<file path="config.mk">
export PLATFORM = sky130hd
export DESIGN_NAME = mcuid_core
export DESIGN_NICKNAME = d
export VERILOG_FILES = /design/src/hdl/mcuid_pkg.sv /design/src/hdl/mcuid_core.sv
export VERILOG_INCLUDE_DIRS = /design/src /design/src/hdl
export SDC_FILE = /design/constraint.sdc
export NUM_CORES = 1
export LEC_CHECK = 0
export BUFFER_PORTS_ARGS = -buffer_cell sky130_fd_sc_hd__buf_2
export CAP_MARGIN = 20
export CORE_ASPECT_RATIO = 0.6
export CORE_MARGIN = 4
export CORE_UTILIZATION = 25
export CTS_CLUSTER_SIZE = 28
export DETAILED_ROUTE_END_ITERATION = 8
export GPL_ROUTABILITY_DRIVEN = 0
export GPL_TIMING_DRIVEN = 0
export PLACE_DENSITY = 0.37
export SLEW_MARGIN = 20
export SYNTH_ARGS = -nofsm -noshare
export SYNTH_HDL_FRONTEND = slang
export SYNTH_SLANG_ARGS = --single-unit
</file>
<file path="constraint.sdc">
create_clock -name SYS_CLK -period 5.5 [get_ports SYS_CLK]
set_clock_uncertainty 0.15 [all_clocks]
set_input_delay 1.65 -clock SYS_CLK [delete_from_list [all_inputs] [get_ports SYS_CLK]]
set_output_delay 1.65 -clock SYS_CLK [all_outputs]
set_load 0.05 [all_outputs]
</file>
<file path="src/hdl/mcuid_cfg.svh">
`ifndef MCUID_CFG_SVH
`define MCUID_CFG_SVH

// word and field layout
`define MCUID_IW        14
`define MCUID_PCW       13
`define MCUID_F_GRP     13:12
`define MCUID_F_OP      11:8
`define MCUID_F_D       7
`define MCUID_F_FILE    6:0
`define MCUID_F_BOP     11:10
`define MCUID_F_BIT     9:7
`define MCUID_F_K8      7:0
`define MCUID_F_K11     10:0
`define MCUID_F_JSEL    11
`define MCUID_F_L2      11:10
`define MCUID_F_L3      11:9
`define MCUID_F_CTL     7:0
`define MCUID_MSB       7
`define MCUID_LSB       0
`define MCUID_NIB_HI    7:4
`define MCUID_NIB_LO    3:0

// groups and opcodes
`define MCUID_GRP_BYTE  2'h0
`define MCUID_GRP_BIT   2'h1
`define MCUID_GRP_JUMP  2'h2
`define MCUID_GRP_LIT   2'h3
`define MCUID_OP_CTL    4'h0
`define MCUID_OP_CLR    4'h1
`define MCUID_OP_SUB    4'h2
`define MCUID_OP_DEC    4'h3
`define MCUID_OP_IOR    4'h4
`define MCUID_OP_AND    4'h5
`define MCUID_OP_XOR    4'h6
`define MCUID_OP_ADD    4'h7
`define MCUID_OP_MOV    4'h8
`define MCUID_OP_COM    4'h9
`define MCUID_OP_INC    4'hA
`define MCUID_OP_DECSZ  4'hB
`define MCUID_OP_RRF    4'hC
`define MCUID_OP_RLF    4'hD
`define MCUID_OP_SWAP   4'hE
`define MCUID_OP_INCSZ  4'hF
`define MCUID_BOP_CLR   2'h0
`define MCUID_BOP_SET   2'h1
`define MCUID_BOP_TSC   2'h2
`define MCUID_BOP_TSS   2'h3
`define MCUID_CTL_RET   8'h08
`define MCUID_CTL_RETI  8'h09
`define MCUID_CTL_SLP   8'h63
`define MCUID_CTL_WDT   8'h64
`define MCUID_LIT_MOV   2'h0
`define MCUID_LIT_RET   2'h1
`define MCUID_LIT_IOR   4'h8
`define MCUID_LIT_AND   4'h9
`define MCUID_LIT_XOR   4'hA
`define MCUID_LIT_SUB   3'h6
`define MCUID_LIT_ADD   3'h7
`define MCUID_IDLE_WORD 14'h0000

// file map
`define MCUID_TIMER_ZERO_COUNT_ADDR 7'h01
`define MCUID_PORT_LO   7'h05
`define MCUID_PORT_HI   7'h09

// software port, reset values and return stack
`define MCUID_REG_CTRL  2'h0
`define MCUID_REG_STAT  2'h1
`define MCUID_REG_PC    2'h2
`define MCUID_REG_IR    2'h3
`define MCUID_CTRL_PSA  0
`define MCUID_CTRL_RST  1'b0
`define MCUID_PC_RST    13'h0000
`define MCUID_STK_AW    3
`define MCUID_STK_N     8

`endif

</file>
<file path="src/hdl/mcuid_pkg.sv">
package mcuid_pkg;
  typedef enum logic [1:0] {PH_Q1, PH_Q2, PH_Q3, PH_Q4} mcuid_phase_t;
  typedef struct packed {
    logic to;
    logic pd;
    logic z;
    logic dc;
    logic c;
  } mcuid_flags_t;
endpackage : mcuid_pkg

</file>
<file path="src/hdl/mcuid_core.sv">
// The implementer's own choices: the strobed register port and the register offsets.
`timescale 1ns/1ps
`default_nettype none
`include "mcuid_cfg.svh"

// How it works
// - 14-bit word split into opcode and operands
// - d=0 result to accumulator, d=1 to file
// - file operand is 7 bits, 0x00-0x7F
// - 8-bit literals; call/jump prefix 10, 11-bit target
// - one instruction cycle is four clock phases
// - skips and jumps take two cycles, second idle
// - file operand always read before modify and store
// - port self-modify reads pin levels
// - timer zero write clears assigned prescaler
// - add and subtract set carry, half carry, zero
// - or, xor, and, complement set only zero
// - inc/dec set zero; skip forms keep flags
// - rotates go through carry, change only carry
// - bit clear, set, and flag-free bit tests
// - returns take two cycles; literal return loads accumulator
// - watchdog clear and standby update expiry, sleep flags
// - literal logic sets zero; literal load keeps flags
// - don't-care bits ignored either value
module mcuid_core
  import mcuid_pkg::*;
(
  // clock and reset
  input  wire logic                   SYS_CLK,
  input  wire logic                   RESET_N,
  // program memory
  output logic [`MCUID_PCW-1:0]       PROG_ADDR,
  input  wire logic [`MCUID_IW-1:0]   PROG_DATA,
  // register file
  output logic [6:0]                  FILE_ADDR,
  output logic                        FILE_RD,
  input  wire logic [7:0]             FILE_RDATA,
  output logic                        FILE_WR,
  output logic [7:0]                  FILE_WDATA,
  input  wire logic [7:0]             PIN_LEVELS,
  // core state and side effects
  output logic [7:0]                  ACC,
  output mcuid_flags_t                FLAGS,
  output logic                        PRESC_CLR,
  output logic                        WDT_CLR,
  output logic                        SLEEP_REQ,
  output logic                        INT_RETURN,
  // software port
  input  wire logic [1:0]             BUS_ADDR,
  input  wire logic [15:0]            BUS_WDATA,
  input  wire logic                   BUS_WR,
  input  wire logic                   BUS_RD,
  output logic [15:0]                 BUS_RDATA
);

  mcuid_phase_t           phase_reg;
  logic [`MCUID_IW-1:0]   ir_reg;
  logic [`MCUID_PCW-1:0]  pc_reg;
  logic [`MCUID_PCW-1:0]  pc_next;
  logic [7:0]             w_reg;
  mcuid_flags_t           flags_reg;
  mcuid_flags_t           flags_next;
  logic [6:0]             fa_reg;
  logic                   frd_reg;
  logic                   fwr_reg;
  logic [7:0]             fwd_reg;
  logic                   flush_reg;
  logic                   hold_pc_reg;
  logic                   presc_reg;
  logic                   wdt_reg;
  logic                   slp_reg;
  logic                   reti_reg;
  logic                   psa_reg;
  logic [15:0]            rdata_reg;
  logic [7:0]             pin_s1_reg;
  logic [7:0]             pin_s2_reg;
  logic [`MCUID_PCW-1:0]  stack_mem [`MCUID_STK_N];
  logic [`MCUID_STK_AW-1:0] sp_reg;

  // field decode
  wire [1:0] grp      = ir_reg[`MCUID_F_GRP];
  wire [3:0] op       = ir_reg[`MCUID_F_OP];
  wire       dbit     = ir_reg[`MCUID_F_D];
  wire [6:0] faddr    = ir_reg[`MCUID_F_FILE];
  wire [1:0] bop      = ir_reg[`MCUID_F_BOP];
  wire [2:0] bsel     = ir_reg[`MCUID_F_BIT];
  wire [7:0] k8       = ir_reg[`MCUID_F_K8];
  wire [`MCUID_PCW-1:0] k11 = {2'h0, ir_reg[`MCUID_F_K11]};
  wire [7:0] ctl      = ir_reg[`MCUID_F_CTL];
  wire       is_byte  = grp == `MCUID_GRP_BYTE;
  wire       is_bit   = grp == `MCUID_GRP_BIT;
  wire       is_jump  = grp == `MCUID_GRP_JUMP;
  wire       is_lit   = grp == `MCUID_GRP_LIT;
  wire       is_ctl   = is_byte && op == `MCUID_OP_CTL && !dbit;
  wire       is_clrw  = is_byte && op == `MCUID_OP_CLR && !dbit;
  wire       is_call  = is_jump && !ir_reg[`MCUID_F_JSEL];
  wire       is_ret   = is_ctl && ctl == `MCUID_CTL_RET;
  wire       is_reti  = is_ctl && ctl == `MCUID_CTL_RETI;
  wire       is_wdt   = is_ctl && ctl == `MCUID_CTL_WDT;
  wire       is_slp   = is_ctl && ctl == `MCUID_CTL_SLP;
  wire       is_return_literal_op = is_lit && ir_reg[`MCUID_F_L2] == `MCUID_LIT_RET;
  wire       is_load_literal_op = is_lit && ir_reg[`MCUID_F_L2] == `MCUID_LIT_MOV;
  wire       is_skop  = is_byte && (op == `MCUID_OP_DECSZ || op == `MCUID_OP_INCSZ);
  wire       uses_file = (is_byte && !is_ctl && !is_clrw) || is_bit;
  wire       is_port  = fa_reg >= `MCUID_PORT_LO && fa_reg <= `MCUID_PORT_HI;
  wire [7:0] opnd     = is_port ? pin_s2_reg : FILE_RDATA;
  wire [7:0] bmask    = 8'h01 << bsel;

  // adder shared by add and subtract forms
  wire       do_sub   = (is_byte && op == `MCUID_OP_SUB) ||
                        (is_lit && ir_reg[`MCUID_F_L3] == `MCUID_LIT_SUB);
  wire [7:0] add_a    = is_lit ? k8 : opnd;
  wire [7:0] add_b    = do_sub ? ~w_reg : w_reg;
  wire [8:0] sum9     = {1'b0, add_a} + {1'b0, add_b} + {8'h00, do_sub};
  wire [4:0] sum5     = {1'b0, add_a[`MCUID_NIB_LO]} + {1'b0, add_b[`MCUID_NIB_LO]} + {4'h0, do_sub};

  logic [7:0] res;
  logic       to_w;
  logic       to_f;
  logic       set_z;
  logic       set_cdc;
  logic       set_c;
  logic       c_rot;
  logic       skip;
  logic       jump;

  always_comb begin
    res     = opnd;
    to_w    = 1'b0;
    to_f    = 1'b0;
    set_z   = 1'b0;
    set_cdc = 1'b0;
    set_c   = 1'b0;
    c_rot   = flags_reg.c;
    skip    = 1'b0;
    jump    = 1'b0;
    unique case (grp)
      `MCUID_GRP_BYTE: begin
        to_w  = !dbit;
        to_f  = dbit;
        set_z = 1'b1;
        unique case (op)
          `MCUID_OP_CTL: begin
            res   = w_reg;
            to_w  = 1'b0;
            set_z = 1'b0;
            jump  = is_ret || is_reti;
          end
          `MCUID_OP_CLR:   res = 8'h00;
          `MCUID_OP_SUB, `MCUID_OP_ADD: begin
            res     = sum9[7:0];
            set_cdc = 1'b1;
          end
          `MCUID_OP_DEC:   res = opnd - 8'h01;
          `MCUID_OP_INC:   res = opnd + 8'h01;
          `MCUID_OP_IOR:   res = opnd | w_reg;
          `MCUID_OP_AND:   res = opnd & w_reg;
          `MCUID_OP_XOR:   res = opnd ^ w_reg;
          `MCUID_OP_COM:   res = ~opnd;
          `MCUID_OP_MOV:   res = opnd;
          `MCUID_OP_DECSZ, `MCUID_OP_INCSZ: begin
            res   = (op == `MCUID_OP_DECSZ) ? opnd - 8'h01 : opnd + 8'h01;
            set_z = 1'b0;
            skip  = res == 8'h00;
          end
          `MCUID_OP_RRF, `MCUID_OP_RLF: begin
            res   = (op == `MCUID_OP_RLF) ? {opnd[6:0], flags_reg.c} : {flags_reg.c, opnd[7:1]};
            c_rot = (op == `MCUID_OP_RLF) ? opnd[`MCUID_MSB] : opnd[`MCUID_LSB];
            set_c = 1'b1;
            set_z = 1'b0;
          end
          `MCUID_OP_SWAP: begin
            res   = {opnd[`MCUID_NIB_LO], opnd[`MCUID_NIB_HI]};
            set_z = 1'b0;
          end
        endcase
        if (is_ctl) begin
          to_f = 1'b0;
        end else if (op == `MCUID_OP_CTL) begin
          to_f = 1'b1;
        end
      end
      `MCUID_GRP_BIT: begin
        unique case (bop)
          `MCUID_BOP_CLR: begin res = opnd & ~bmask; to_f = 1'b1; end
          `MCUID_BOP_SET: begin res = opnd | bmask;  to_f = 1'b1; end
          `MCUID_BOP_TSC: skip = (opnd & bmask) == 8'h00;
          `MCUID_BOP_TSS: skip = (opnd & bmask) != 8'h00;
        endcase
      end
      `MCUID_GRP_JUMP: jump = 1'b1;
      `MCUID_GRP_LIT: begin
        to_w  = 1'b1;
        set_z = 1'b1;
        res   = k8;
        if (is_load_literal_op || is_return_literal_op) begin
          set_z = 1'b0;
          jump  = is_return_literal_op;
        end else if (ir_reg[`MCUID_F_L3] == `MCUID_LIT_SUB || ir_reg[`MCUID_F_L3] == `MCUID_LIT_ADD) begin
          res     = sum9[7:0];
          set_cdc = 1'b1;
        end else if (op == `MCUID_LIT_IOR) begin
          res = k8 | w_reg;
        end else if (op == `MCUID_LIT_AND) begin
          res = k8 & w_reg;
        end else if (op == `MCUID_LIT_XOR) begin
          res = k8 ^ w_reg;
        end else begin
          to_w  = 1'b0;
          set_z = 1'b0;
        end
      end
    endcase
  end

  // flag and program counter updates at commit
  always_comb begin
    flags_next = flags_reg;
    if (set_z) flags_next.z = res == 8'h00;
    if (set_cdc) begin
      flags_next.c  = sum9[8];
      flags_next.dc = sum5[4];
    end
    if (set_c) flags_next.c = c_rot;
    if (is_wdt || is_slp) begin
      flags_next.to = 1'b1;
      flags_next.pd = !is_slp;
    end
  end

  wire [`MCUID_STK_AW-1:0] sp_dec  = sp_reg - 1'b1;
  assign pc_next = is_jump ? k11 : (is_ret || is_reti || is_return_literal_op) ? stack_mem[sp_dec] : pc_reg;
  wire commit = phase_reg == PH_Q3;
  wire fwr_go = commit && to_f && uses_file;
  wire [15:0] stat_word = {3'h0, flags_reg, w_reg};
  wire [15:0] rd_sel = (BUS_ADDR == `MCUID_REG_CTRL) ? {15'h0000, psa_reg} :
                       (BUS_ADDR == `MCUID_REG_STAT) ? stat_word :
                       (BUS_ADDR == `MCUID_REG_PC)   ? {3'h0, pc_reg} : {2'h0, ir_reg};

  // four-phase sequencer
  always_ff @(posedge SYS_CLK or negedge RESET_N) begin
    if (!RESET_N) begin
      phase_reg <= PH_Q1;
    end else begin
      unique case (phase_reg)
        PH_Q1: phase_reg <= PH_Q2;
        PH_Q2: phase_reg <= PH_Q3;
        PH_Q3: phase_reg <= PH_Q4;
        PH_Q4: phase_reg <= PH_Q1;
      endcase
    end
  end

  // fetch and flow
  always_ff @(posedge SYS_CLK or negedge RESET_N) begin
    if (!RESET_N) begin
      ir_reg      <= `MCUID_IDLE_WORD;
      pc_reg      <= `MCUID_PC_RST;
      sp_reg      <= '0;
      flush_reg   <= 1'b0;
      hold_pc_reg <= 1'b0;
    end else if (commit) begin
      flush_reg   <= skip || jump;
      hold_pc_reg <= jump;
      pc_reg      <= pc_next;
      if (is_call) begin
        stack_mem[sp_reg] <= pc_reg;
        sp_reg            <= sp_reg + 1'b1;
      end else if (is_ret || is_reti || is_return_literal_op) begin
        sp_reg <= sp_dec;
      end
    end else if (phase_reg == PH_Q4) begin
      ir_reg    <= flush_reg ? `MCUID_IDLE_WORD : PROG_DATA;
      pc_reg    <= hold_pc_reg ? pc_reg : pc_reg + 1'b1;
      flush_reg <= 1'b0;
      hold_pc_reg <= 1'b0;
    end
  end

  // file access: read in Q2, data in Q3, store in Q4
  always_ff @(posedge SYS_CLK or negedge RESET_N) begin
    if (!RESET_N) begin
      fa_reg  <= '0;
      frd_reg <= 1'b0;
      fwr_reg <= 1'b0;
      fwd_reg <= '0;
    end else begin
      if (phase_reg == PH_Q1) fa_reg <= faddr;
      frd_reg <= phase_reg == PH_Q1 && uses_file;
      fwr_reg <= fwr_go;
      if (fwr_go) fwd_reg <= res;
    end
  end

  // accumulator, flags, side-effect pulses
  always_ff @(posedge SYS_CLK or negedge RESET_N) begin
    if (!RESET_N) begin
      w_reg     <= '0;
      flags_reg <= '{to: 1'b1, pd: 1'b1, default: 1'b0};
      presc_reg <= 1'b0;
      wdt_reg   <= 1'b0;
      slp_reg   <= 1'b0;
      reti_reg  <= 1'b0;
    end else begin
      if (commit && to_w) w_reg <= res;
      if (commit) flags_reg <= flags_next;
      presc_reg <= fwr_go && fa_reg == `MCUID_TIMER_ZERO_COUNT_ADDR && psa_reg;
      wdt_reg   <= commit && is_wdt;
      slp_reg   <= commit && is_slp;
      reti_reg  <= commit && is_reti;
    end
  end

  // pin synchroniser and software port
  always_ff @(posedge SYS_CLK or negedge RESET_N) begin
    if (!RESET_N) begin
      pin_s1_reg <= '0;
      pin_s2_reg <= '0;
      psa_reg    <= `MCUID_CTRL_RST;
      rdata_reg  <= '0;
    end else begin
      pin_s1_reg <= PIN_LEVELS;
      pin_s2_reg <= pin_s1_reg;
      if (BUS_WR && BUS_ADDR == `MCUID_REG_CTRL) psa_reg <= BUS_WDATA[`MCUID_CTRL_PSA];
      rdata_reg  <= BUS_RD ? rd_sel : 16'h0000;
    end
  end

  assign PROG_ADDR  = pc_reg;
  assign FILE_ADDR  = fa_reg;
  assign FILE_RD    = frd_reg;
  assign FILE_WR    = fwr_reg;
  assign FILE_WDATA = fwd_reg;
  assign ACC        = w_reg;
  assign FLAGS      = flags_reg;
  assign PRESC_CLR  = presc_reg;
  assign WDT_CLR    = wdt_reg;
  assign SLEEP_REQ  = slp_reg;
  assign INT_RETURN = reti_reg;
  assign BUS_RDATA  = rdata_reg;
endmodule : mcuid_core
`default_nettype wire

</file>
* Word-level counts from Yosys, hierarchy flattened
Memory sizes are Yosys's and may differ from the RTL's. Cells that the tools add are included.
Word-level totals: bits in writable memories 104, logic and storage cells 213, memories 1, input port bits 52, flip-flop bits (word level) 98
Cells by class: reductions and logical operators 64, order comparisons 2, multiplexer cells 63, shift-type cells 1, $add $sub $neg 9, bitwise logic cells 13, equal/unequal tests 37
Memories:
- stack_mem | words 8, width 13, rd ports 1, clocked after memory_dff 0, wr ports 1, RTL line mcuid_core.sv:77 | logic [`MCUID_PCW-1:0] stack_mem [`MCUID_STK_N];
Operator list (count):
- 8-bit case mux with 13 select lines | 1
- 8-bit 2-to-1 mux | 10
- 14-bit 2-to-1 mux | 5
- 13-bit 2-to-1 mux | 5
- 8-bit AND | 4
- 4-bit == test (second input constant) | 8
- 1-bit 2-to-1 mux | 30
- 1-bit logical AND | 27
- 8-bit zero test | 3
- 8-bit inverter | 3
- 8-bit OR | 3
- 8-bit case mux with 3 select lines | 1
- 4-bit by 3-bit == test with 1-bit output (second input constant) | 4
- 8-bit by 4-bit == test with 1-bit output (second input constant) | 2
- 8-bit by 7-bit == test with 1-bit output (second input constant) | 2
- 8-bit case mux with 2 select lines | 1
- 8-bit bitwise XOR | 2
- 2-bit == test (second input constant) | 7
- 13-bit by 1-bit adder with 13-bit output (second input constant) | 1
- 1-bit case mux with 2 select lines | 6
- 2-bit AND reduction | 5
- 8-bit by 8-bit adder with 9-bit output | 1
- 9-bit by 1-bit adder with 9-bit output | 1
- 8-bit by 1-bit adder with 8-bit output (second input constant) | 1
- other kinds (30) | 56

* Logic depth before layout (Yosys ltp)
Gate-level depths: netlist of run 1.
depth in word-level cells 10, gate-level depth with buffers 19

* Least setup slack after synthesis of run 1
OpenSTA, ideal clock, no wires.
kind input -> register, start input FILE_RDATA[2], end register flags_reg, in the netlist FLAGS[2], data arrival time 4.861 ns, cell stages on the path 16, required time 5.258 ns, path slack 0.398 ns, path through clkbuf_1 -> mux2i_1 -> inv_1 -> nor2_1 -> a21oi_1 -> ha_1 -> a21o_1 -> nor3_1 -> o211ai_1 -> nor3_1 -> or4_1 -> o211ai_1 -> o41ai_2 -> a32oi_1 -> or3_1 -> o31ai_2
Between the ends: word-level cells in the longest chain between the ends 8
Ends and longest elaborated chain:
- start, declared | RTL line mcuid_core.sv:37 | input wire logic [7:0] FILE_RDATA,
- 8-bit 2-to-1 mux (*) | RTL line mcuid_core.sv:106 | wire [7:0] opnd = is_port ? pin_s2_reg : FILE_RDATA;
- branches (longest 5 deep; another with 8-bit by 8-bit adder with 9-bit output)
- 8-bit case mux with 3 select lines (*) | RTL line mcuid_core.sv:137 | unique case (grp)
- 8-bit zero test (*) | RTL line mcuid_core.sv:219 | if (set_z) flags_next.z = res == 8'h00;
- end signal, assigned | RTL line mcuid_core.sv:306 | if (commit) flags_reg <= flags_next;
- end, declared | RTL line mcuid_core.sv:61 | mcuid_flags_t flags_reg;
Mark *: on every way between the ends. A chain may end at the register's enable or synchronous reset.

* Worst setup path in the final report of run 1
start register w_reg[0] (netlist: ACC[0]), end register w_reg[4] (netlist: ACC[4])
Between the ends: word-level cells in the longest chain between the ends 7
Ends and longest elaborated chain:
- start, declared | RTL line mcuid_core.sv:60 | logic [7:0] w_reg;
- start signal, assigned | RTL line mcuid_core.sv:305 | if (commit && to_w) w_reg <= res;
- 8-bit inverter | RTL line mcuid_core.sv:113 | wire [7:0] add_b = do_sub ? ~w_reg : w_reg;
- 8-bit 2-to-1 mux (*) | RTL line mcuid_core.sv:113
- 8-bit by 8-bit adder with 9-bit output (*) | RTL line mcuid_core.sv:114 | wire [8:0] sum9 = {1'b0, add_a} + {1'b0, add_b} + {8'h00, do_sub};
- 9-bit by 1-bit adder with 9-bit output (*) | RTL line mcuid_core.sv:114
- branches (longest 2 deep; another with 8-bit case mux with 13 select lines)
- 8-bit case mux with 3 select lines (*) | RTL line mcuid_core.sv:137
Marks and branches as above.

==> results of run 1 <==
cell usage after synthesis, types with 13 or more instances:
library cell	instances	area [um2]
nand3_1	31	155
nor2b_1	20	125
mux2_2	28	315
ha_1	46	576
xnor2_1	17	149
dfrtp_1	97	2430
inv_1	39	146
nor3_1	25	125
o22ai_1	13	81.3
nand2_1	86	323
nor2_1	89	334
mux4_2	31	698
a21oi_1	67	335
o21ai_0	76	380
clkbuf_1	60	225
edfxtp_1	104	3120
mux2i_1	45	450
nand3b_1	14	105
where the power goes:
| part | leakage (uW) | switching (uW) | total [uW] | internal, uW |
|---|---|---|---|---|
| clock network | 0.000346 | 640 | 1510 | 873 |
| registers | 0.00218 | 384 | 2160 | 1780 |
| logic | 0.00293 | 2270 | 3390 | 1120 |
worst paths after layout:
check / slack, ns / end
min reg2reg: 0.20 / pin_s2_reg[2]
max: 0.1 / ACC[4]
min in group asynchronous: 0.87 / BUS_RDATA[4]
max in group asynchronous: 3.61 / FILE_ADDR[3]
min: 0.20 / pin_s2_reg[2]
max reg2reg: 0.1 / ACC[4]
cell families after synthesis:
family	share of synthesized area
and+or+nand+nor	0.140
AOI/OAI and AO/OA	0.162
DFF	0.464
buffers and inverters	0.0410
muxes	0.126
adders and majority gates	0.0496
xor gates and xnor gates	0.0168
other	0.000625
critical path, delay by kind of cell, from the launching register on:
family / cells / cell delay, ns
simple gates: 5 / 1.87
mux: 1 / 0.36
compound gates: 7 / 1.59
xor+xnor: 1 / 0.22
flops: 1 / 0.64
fa+ha+maj: 1 / 0.43
through the flow:
step                      instances  setup WS, ns  setup TNS, ns  power [uW]  instance area (um2)
after floorplan                1138         0.398              0        4160                12000
after global placement         1861         -1.18         -76.08        5430                13300
after detailed placement       1871        -0.996          -7.32        5430                13400
after CTS                      1911        0.0353              0        6970                14200
after global routing           1917       0.00637              0        7420                14300
final                          1917        0.0986              0        7060                14300
per-layer routing:
| layer | up-vias | GRT usage | wire (um) |
|---|---|---|---|
| met3 | 65 | 0.0846 | 6790 |
| li1 | 4560 | - | - |
| met1 | 5168 | 0.319 | 26500 |
| met2 | 579 | 0.236 | 17900 |
| met5 | - | 0.0525 | 372 |
| met4 | 8 | 0.0279 | 859 |
area by class of cell:
cell class	instances	area, um2	area share
well taps	630	788	0.0552
clock buffers	30	612	0.0428
plain buffers	75	309	0.0216
repair buffers	111	664	0.0465
inverters	49	186	0.0130
flip-flops and latches	202	5580	0.390
clock inverters	10	98.8	0.00692
multi-input cells	810	6050	0.424
timing repair:
item                       4_1_cts  5_1_grt
gates resized for setup         10       15
setup endpoints to repair       15       13
hold buffers                     0        0
pin swaps                        0        3
buffers inserted                 1        6
==> results.py, run 1 <==
metrics = {
    "layout": {
        "largest_register_ffs": 104,
        "final_util": 0.305,
        "num-fill-cells": 4963,
        "num_antenna_cells": 0,
        "nets": 1371,
        "layout_common_cells": "edfxtp_1 (104), buf_2 (97), dfrtp_1 (96)",
        "area_growth_pct": 18.9,
        "drive_gt1_frac": 0.207,
        "final_common_cell": "edfxtp_1",
    },
    "timing": {
        "setup_viol": 0,
        "rsz0062_at_grt": "no",
        "hold_viol": 0,
        "slew_viol_final": 0,
        "worst_pin_slew_ns": 1.12,
        "min_period_over_period": 0.982,
        "fmax_mhz": 185,
        "whs_ns": 0.197,
        "slew_headroom": 0.245,
        "min_period_ns": 5.40,
    },
    "worst_setup_path": {
        "crit_type": "flip-flop to flip-flop",
        "critPathMaxStageDelay_ns": 1.04,
        "cpMaxStageDelayCell": "nor4bb_1",
        "path_common_cell": "o21ai_0",
        "cp_max_fo": 12,
        "required_ns": 5.76,
        "worstPathArrival_ns": 5.66,
        "start_kind": "flip-flop",
        "crit_start": "ACC[0]",
        "end_kind": "flip-flop",
        "reg2reg_from": "ACC[0]",
        "crit_path_cell_trace": "nor4bb_1 > o21ai_0 > o21ai_0 > nor3_2 > fa_1 > nor2b_1 > o21ai_0 > nand2b_1 > xor2_1 > a221oi_1 > o311ai_1 > or3_1 > a211oi_1 > a21oi_1 > mux2_2",
        "rr_worst_depth": 15,
    },
    "clocking": {
        "cts_tree": "yes",
        "clk_latency_ns": 0.54,
        "cts_buffers": 23,
        "cts_buffer_depth": 3,
        "htree_levels": 1,
        "clock-sinks": 202,
        "cts-root-buf": "clkbuf_16",
        "clkTransAtPathRegs_ns": 0.07,
    },
    "die": {
        "io_pins": 115,
        "die_area_mm2": 0.0518,
        "core_mm2": 0.0469,
        "die_w_um": 291,
        "fp.dieH_um": 178,
        "rows": 61,
        "start_util": 0.256,
    },
    "global_route": {
        "grt_pass1_vias": 9995,
        "grt_overflow": 0,
        "grt_pass1_wl_mm": 74.9,
        "track_usage": 0.199,
        "antenna_found_initial": 2,
        "grt_max_degree": 63,
    },
    "placement": {
        "place_hpwl_mm": 40.3,
        "port_buffers": 93,
    },
    "hold_path": {
        "hold_start": "pin_s1_reg[2]",
        "hold_class": "flip-flop to flip-flop",
        "holdPathStages": 0,
    },
    "yosys": {
        "avgSynthCellArea_um2": 10.6,
        "ys_warn_count": 0,
        "synth_seq_cells": 202,
        "synth_area_mm2": 0.0120,
        "ys.flop_type": "edfxtp_1",
        "yosysUniqueCellTypes": 84,
        "yosysSeqAreaShare": 0.464,
        "postSynth.asyncResetShare": 0.485,
        "synth_edf_count": 104,
        "synth_cells": 1137,
    },
    "power_and_ir_drop": {
        "p_leak_uw": 0.00545,
        "irDropWorstVdd_v": 0.000288,
        "power_density_mw_per_mm2": 494,
    },
    "detailed_routing": {
        "drc": 0,
        "totalWireLength_mm": 52.4,
        "detail_route.iter0.violations": 1494,
        "viasPerCell": 5.41,
        "vias": 10380,
        "avgRoutedWirePerCell_um": 27.3,
        "drt.antenna.violating_nets": 0,
        "first_pass_iters": 7,
    },
    "flow_run": {
        "max_cap_viol_count": 0,
    },
    "outcome": {
        "outcome": "completed",
    },
}
Power figures use the tool's default switching activity.
==> inputs of run 2 (changes only) <==
--- a/config.mk
+++ b/config.mk
@@ -6,16 +6,16 @@
 export SDC_FILE = /design/constraint.sdc
 export NUM_CORES = 1
 export LEC_CHECK = 0
-export BUFFER_PORTS_ARGS = -buffer_cell sky130_fd_sc_hd__buf_2
 export CAP_MARGIN = 20
 export CORE_ASPECT_RATIO = 0.6
 export CORE_MARGIN = 4
 export CORE_UTILIZATION = 25
 export CTS_CLUSTER_SIZE = 28
 export DETAILED_ROUTE_END_ITERATION = 8
+export DONT_BUFFER_PORTS = 1
 export GPL_ROUTABILITY_DRIVEN = 0
 export GPL_TIMING_DRIVEN = 0
-export PLACE_DENSITY = 0.37
+export PLACE_DENSITY = 0.35
 export SLEW_MARGIN = 20
 export SYNTH_ARGS = -nofsm -noshare
 export SYNTH_HDL_FRONTEND = slang
==> run 2 against run 1 <==
  * Flip-flop and latch count stayed put
  * Total power is 0.17% lower
  * Critical path depth stayed put
  * Global-route usage grew 0.19 points
  * Hold slack gained 0.0030 ns
  * Setup slack got worse by 0.0034 ns
  * Critical endpoint unchanged
  * Count of clock-buffer cells in the layout is the same
  * Routed wire length is 1.5% higher
  * Largest power group unchanged
  * First-iteration DRC count is 22% lower
  * Die area unchanged
  * Clock power grew 6%
==> results.py, run 2 (synthesis results as in run 1) <==
metrics = {
    "die": {
        "fp.dieH_um": 178,
        "start_util": 0.256,
        "rows": 61,
        "die_w_um": 291,
        "die_area_mm2": 0.0518,
        "core_mm2": 0.0469,
        "io_pins": 115,
    },
    "worst_setup_path": {
        "crit_type": "flip-flop to flip-flop",
        "rr_worst_depth": 15,
        "reg2reg_from": "ACC[0]",
        "worstPathArrival_ns": 5.73,
        "cp_max_fo": 12,
        "r2r_slack_ns": 0.1,
        "start_kind": "flip-flop",
        "r2r_end": "ACC[4]",
        "end_kind": "flip-flop",
        "required_ns": 5.82,
    },
    "power_and_ir_drop": {
        "p_leak_uw": 0.00505,
        "irDropWorstVdd_v": 0.000359,
        "power_uw": 7050,
        "power_density_mw_per_mm2": 507,
    },
    "hold_path": {
        "holdPathStages": 0,
        "hold_start": "pin_s1_reg[5]",
        "hold_class": "flip-flop to flip-flop",
        "holdPathEnd": "pin_s2_reg[5]",
    },
    "timing": {
        "worst_pin_slew_ns": 1.13,
        "rsz0062_at_grt": "no",
        "slew_viol_final": 0,
        "hold_viol": 0,
        "slew_headroom": 0.247,
        "min_period_over_period": 0.983,
        "min_period_ns": 5.40,
        "setup_viol": 0,
        "fmax_mhz": 185,
    },
    "detailed_routing": {
        "drt.antenna.violating_nets": 0,
        "detail_route.iter0.violations": 1161,
        "vias": 9995,
        "avgRoutedWirePerCell_um": 29.2,
        "viasPerCell": 5.48,
        "totalWireLength_mm": 53.2,
        "drc": 0,
        "first_pass_iters": 5,
    },
    "layout": {
        "final_common_cell": "edfxtp_1",
        "nets": 1274,
        "layout_common_cells": "edfxtp_1 (104), dfrtp_1 (90), nand2_1 (86)",
        "drive_gt1_frac": 0.159,
        "multi_input_area_mm2": 0.00609,
        "num-fill-cells": 4967,
        "seq_area_mm2": 0.00559,
        "largest_register_ffs": 104,
        "area_growth_pct": 15.6,
        "final_util": 0.297,
    },
    "clocking": {
        "cts_buffer_depth": 3,
        "cts_tree": "yes",
        "cts-root-buf": "clkbuf_16",
        "ctsHoldBuffers": 0,
        "htree_levels": 1,
        "cts_buffers": 22,
        "clkTransAtPathRegs_ns": 0.06,
        "clk_latency_ns": 0.55,
        "clock-sinks": 202,
    },
    "global_route": {
        "track_usage": 0.201,
        "grt_pass1_wl_mm": 74.9,
        "antenna_found_initial": 3,
        "grt_max_degree": 101,
        "grt_overflow": 0,
        "grt_pass1_vias": 9656,
    },
    "placement": {
        "place_hpwl_mm": 40.7,
        "port_buffers": 0,
    },
    "flow_run": {
        "max_cap_viol_count": 0,
    },
    "outcome": {
        "outcome": "completed",
    },
}
-- run 2: cell type report --
class / instances / share of cell area
inverters: 49 / 0.0134
repair buffers: 15 / 0.0117
flip-flops and latches: 202 / 0.402
clock buffers: 30 / 0.0450
well taps: 630 / 0.0567
multi-input cells: 810 / 0.438
plain buffers: 75 / 0.0225
clock inverters: 10 / 0.00936
diodes: 3 / 0.000540
-- run 2: what timing repair did --
action,CTS,global route
endpoints found under the setup margin,16,6
resized for setup,25,16
buffers inserted,2,3
pin swaps,1,4
endpoints found under the hold margin,0,0
-- run 2: worst max-delay path, cell delays in order (launching register included) --
cell and delay, ns:
dfrtp_1 0.81, nor4bb_2 0.83, o21ai_0 0.25, o21ai_0 0.29
nor3_2 0.16, fa_1 0.45, nor2b_1 0.17, o21ai_0 0.09
nand2b_1 0.13, xor2_1 0.64, a221oi_1 0.21, o311ai_1 0.17
or3_1 0.19, a211oi_1 0.07, a21oi_1 0.47, mux2_2 0.25
-- run 2: power breakdown --
| group | total [uW] | leakage (uW) | switching [uW] | internal, uW |
|---|---|---|---|---|
| clock | 1600 | 0.000369 | 662 | 939 |
| combinational | 2870 | 0.00251 | 1810 | 1060 |
| sequential | 2580 | 0.00217 | 810 | 1770 |
-- run 2: routing by layer --
metal | vias to the layer above | global-route usage | wire (um)
met4 | 0 | 0.0418 | 1080
met3 | 64 | 0.0916 | 6610
li1 | 4355 | - | -
met1 | 5110 | 0.322 | 27400
met2 | 466 | 0.232 | 18100
met5 | - | 0 | 0
-- run 2: worst max path at each step --
stage | depth (start not counted) | start | to | slack [ns]
floorplan | 16 | FILE_RDATA[2] | FLAGS[2] | 0.40
global placement | 19 | FILE_ADDR[3] | FLAGS[2] | -1.30
detailed placement | 19 | FILE_ADDR[3] | FLAGS[2] | -1.34
CTS | 19 | FILE_ADDR[1] | FLAGS[2] | 0.02
global route | 19 | FILE_ADDR[1] | FLAGS[2] | 0.009
finish | 15 | ACC[0] | ACC[4] | 0.1
-- run 2: through the flow --
| stage | hold slack [ns] | worst slack (ns) | cells | instance area [um2] | TNS (ns) |
|---|---|---|---|---|---|
| final | 0.200 | 0.0952 | 1824 | 13900 | 0 |
| after floorplan | 0.181 | 0.398 | 1138 | 12000 | 0 |
| after global routing | 0.206 | 0.00876 | 1824 | 13900 | 0 |
| after detailed placement | 0.190 | -1.34 | 1778 | 12900 | -11.48 |
| after global placement | 0.184 | -1.30 | 1768 | 12800 | -15.42 |
| after CTS | 0.204 | 0.0230 | 1818 | 13800 | 0 |
==> inputs of run 3 (changes only) <==
--- a/config.mk
+++ b/config.mk
@@ -9,14 +9,14 @@
 export CAP_MARGIN = 20
 export CORE_ASPECT_RATIO = 0.6
 export CORE_MARGIN = 4
-export CORE_UTILIZATION = 25
+export CORE_UTILIZATION = 45
 export CTS_CLUSTER_SIZE = 28
 export DETAILED_ROUTE_END_ITERATION = 8
 export DONT_BUFFER_PORTS = 1
 export GPL_ROUTABILITY_DRIVEN = 0
 export GPL_TIMING_DRIVEN = 0
-export PLACE_DENSITY = 0.35
-export SLEW_MARGIN = 20
+export PLACE_DENSITY = 0.57
+export SLEW_MARGIN = 10
 export SYNTH_ARGS = -nofsm -noshare
 export SYNTH_HDL_FRONTEND = slang
 export SYNTH_SLANG_ARGS = --single-unit
==> run 3 against run 2 <==
  * The run now ends with design-rule violations left
  * Largest power group unchanged
  * Combinational power shrank 5%
  * Design area fell by 4.1%
  * Setup slack improved by 0.079 ns
  * Clock power down 9%
  * Non-clock buffer count shrank 6
  * Sequential share of layout area increased by 1.7 points
  * Highest routed layer is now met5
  * Total power decreased by 4.0%
  * Utilization is 21 points higher
  * Count of clock-buffer cells in the layout fell by 5
  * Critical path type unchanged
  * Fmax increased by 1.5%
==> results.py, run 3 (synthesis results as in run 1) <==
metrics = {
    "clocking": {
        "clock-sinks": 202,
        "cts-root-buf": "clkbuf_16",
        "clkTransAtPathRegs_ns": 0.07,
        "cts_tree": "yes",
        "htree_levels": 1,
        "cts_buffer_depth": 3,
        "clk_latency_ns": 0.52,
        "cts_buffers": 21,
    },
    "layout": {
        "num-fill-cells": 2425,
        "stdcell_area_mm2": 0.0133,
        "layout_common_cells": "edfxtp_1 (104), dfrtp_1 (90), nand2_1 (86)",
        "area_growth_pct": 10.9,
        "final_common_cell": "edfxtp_1",
        "nets": 1267,
        "multi_input_area_mm2": 0.00604,
        "largest_register_ffs": 104,
        "num_antenna_cells": 0,
        "drive_gt1_frac": 0.141,
        "seq_area_mm2": 0.00559,
    },
    "worst_setup_path": {
        "crit_buf_inv": 4,
        "critPathTopFamily": "simple AND/OR/NAND/NOR gates",
        "critPathMaxStageDelay_ns": 0.61,
        "rr_worst_depth": 17,
        "cp_max_fo": 10,
        "cp_num_cells": 17,
        "crit_type": "flip-flop to flip-flop",
        "end_kind": "flip-flop",
        "cpMaxStageDelayCell": "xor2_1",
        "worstPathArrival_ns": 5.59,
        "required_ns": 5.77,
        "start_kind": "flip-flop",
        "crit_path_cell_trace": "buf_2 > nand2_1 > clkbuf_2 > nor2_2 > a21boi_0 > buf_1 > xnor2_1 > inv_1 > fa_1 > xor2_1 > o22ai_1 > a21oi_1 > o2111a_1 > o32ai_1 > nor3_1 > nand4b_1 > o31ai_2",
    },
    "hold_path": {
        "holdPathStages": 0,
        "hold_class": "flip-flop to flip-flop",
    },
    "die": {
        "rows": 46,
        "fp.dieH_um": 135,
        "die_area_mm2": 0.0295,
        "io_pins": 115,
        "start_util": 0.456,
        "core_mm2": 0.0264,
        "die_w_um": 219,
    },
    "timing": {
        "min_period_ns": 5.33,
        "fmax_mhz": 188,
        "slew_viol_final": 0,
        "rsz0062_at_grt": "no",
        "min_period_over_period": 0.968,
        "setup_ws_ns": 0.174,
        "slew_headroom": 0.270,
        "hold_viol": 0,
        "setup_viol": 0,
        "worst_pin_slew_ns": 1.09,
    },
    "placement": {
        "placement.cell_area_mm2": 0.0125,
        "port_buffers": 0,
        "post-place-ws_ns": -1.07,
        "place_hpwl_mm": 32.6,
    },
    "power_and_ir_drop": {
        "switching_share": 0.457,
        "irDropWorstVdd_v": 0.000313,
        "internal_power_uw": 3680,
        "p_clk_frac": 0.216,
        "power.switching_uw": 3090,
        "p_leak_uw": 0.00495,
        "p_comb_frac": 0.405,
        "p_seq_frac": 0.380,
        "power_density_mw_per_mm2": 508,
    },
    "global_route": {
        "antenna_found_initial": 0,
        "grt_use_met3": 0.181,
        "met2_usage": 0.343,
        "grt_overflow": 0,
        "grt_pass1_wl_mm": 64.3,
        "use_met1": 0.461,
        "track_usage": 0.296,
        "grt_max_degree": 101,
        "top_usage_layer": "met1",
        "grt_pass1_vias": 9557,
    },
    "detailed_routing": {
        "totalWireLength_mm": 44.0,
        "first_pass_iters": 9,
        "drc": 10,
        "avgRoutedWirePerCell_um": 28.6,
        "drt.antenna.violating_nets": 0,
        "detail_route.iter0.violations": 1762,
        "viasPerCell": 6.62,
        "vias": 10202,
    },
    "outcome": {
        "outcome": "finished with violations",
        "violations": "design-rule violations",
    },
    "flow_run": {
        "max_cap_viol_count": 0,
    },
}
[run 3: cell count changes in the layout (fill, tap and decap cells not counted), sizes merged]
cell,change
clkbuf,-6
clkinvlp,-1
diode,-3
inv,+1
buf,-5
[run 3: area by class of cell]
cell class | count | area share
well taps | 360 | 0.0338
plain buffers | 74 | 0.0226
flip-flops and latches | 202 | 0.419
multi-input cells | 810 | 0.453
clock buffers | 25 | 0.0413
clock inverters | 10 | 0.00957
inverters | 49 | 0.0140
repair buffers | 10 | 0.00657
[run 3: worst paths after layout]
check | startpoint | end | slack (ns)
max | ir_reg[10] | FLAGS[2] | 0.17
min | pin_s1_reg[1] | pin_s2_reg[1] | 0.20
max reg2reg | ir_reg[10] | FLAGS[2] | 0.17
min reg2reg | pin_s1_reg[1] | pin_s2_reg[1] | 0.20
max in group asynchronous | RESET_N | FLAGS[3] | 4.16
min in group asynchronous | RESET_N | pin_s2_reg[0] | 0.67
[run 3: repair_timing]
item	CTS	global route
cloned	0	0
pin swaps	1	3
hold buffers	0	0
buffers inserted	1	3
resized for setup	16	12
setup endpoints to repair	13	5
[run 3: per-layer routing]
layer,vias to the layer above,wire (um),share of wire
li1,4348,-,-
met1,5033,20000,0.45
met2,715,15000,0.34
met3,104,7920,0.18
met4,2,948,0.022
met5,-,88,0.0020
[run 3: per-stage QoR]
stage	hold slack, ns	total power [uW]	utilization	TNS (ns)	cells
3_5_place_dp	0.185	5110	0.476	-7.76	1502
3_3_place_gp	0.183	5080	0.473	-7.15	1498
2_1_floorplan	0.181	4160	-	0	1138
6_report	0.201	6770	0.506	0	1540
4_1_cts	0.201	6580	0.503	0	1537
5_1_grt	0.214	7050	0.506	0	1540
[run 3: power groups by stage]
| stage | Combinational, uW | Clock [uW] | Sequential [uW] |
|---|---|---|---|
| final | 2740 | 1460 | 2570 |
| after global routing | 2910 | 1540 | 2590 |
| after CTS | 2560 | 1480 | 2550 |
| after detailed placement | 2530 | 0 | 2580 |
| after global placement | 2510 | 0 | 2570 |
| after floorplan | 1790 | 0 | 2380 |
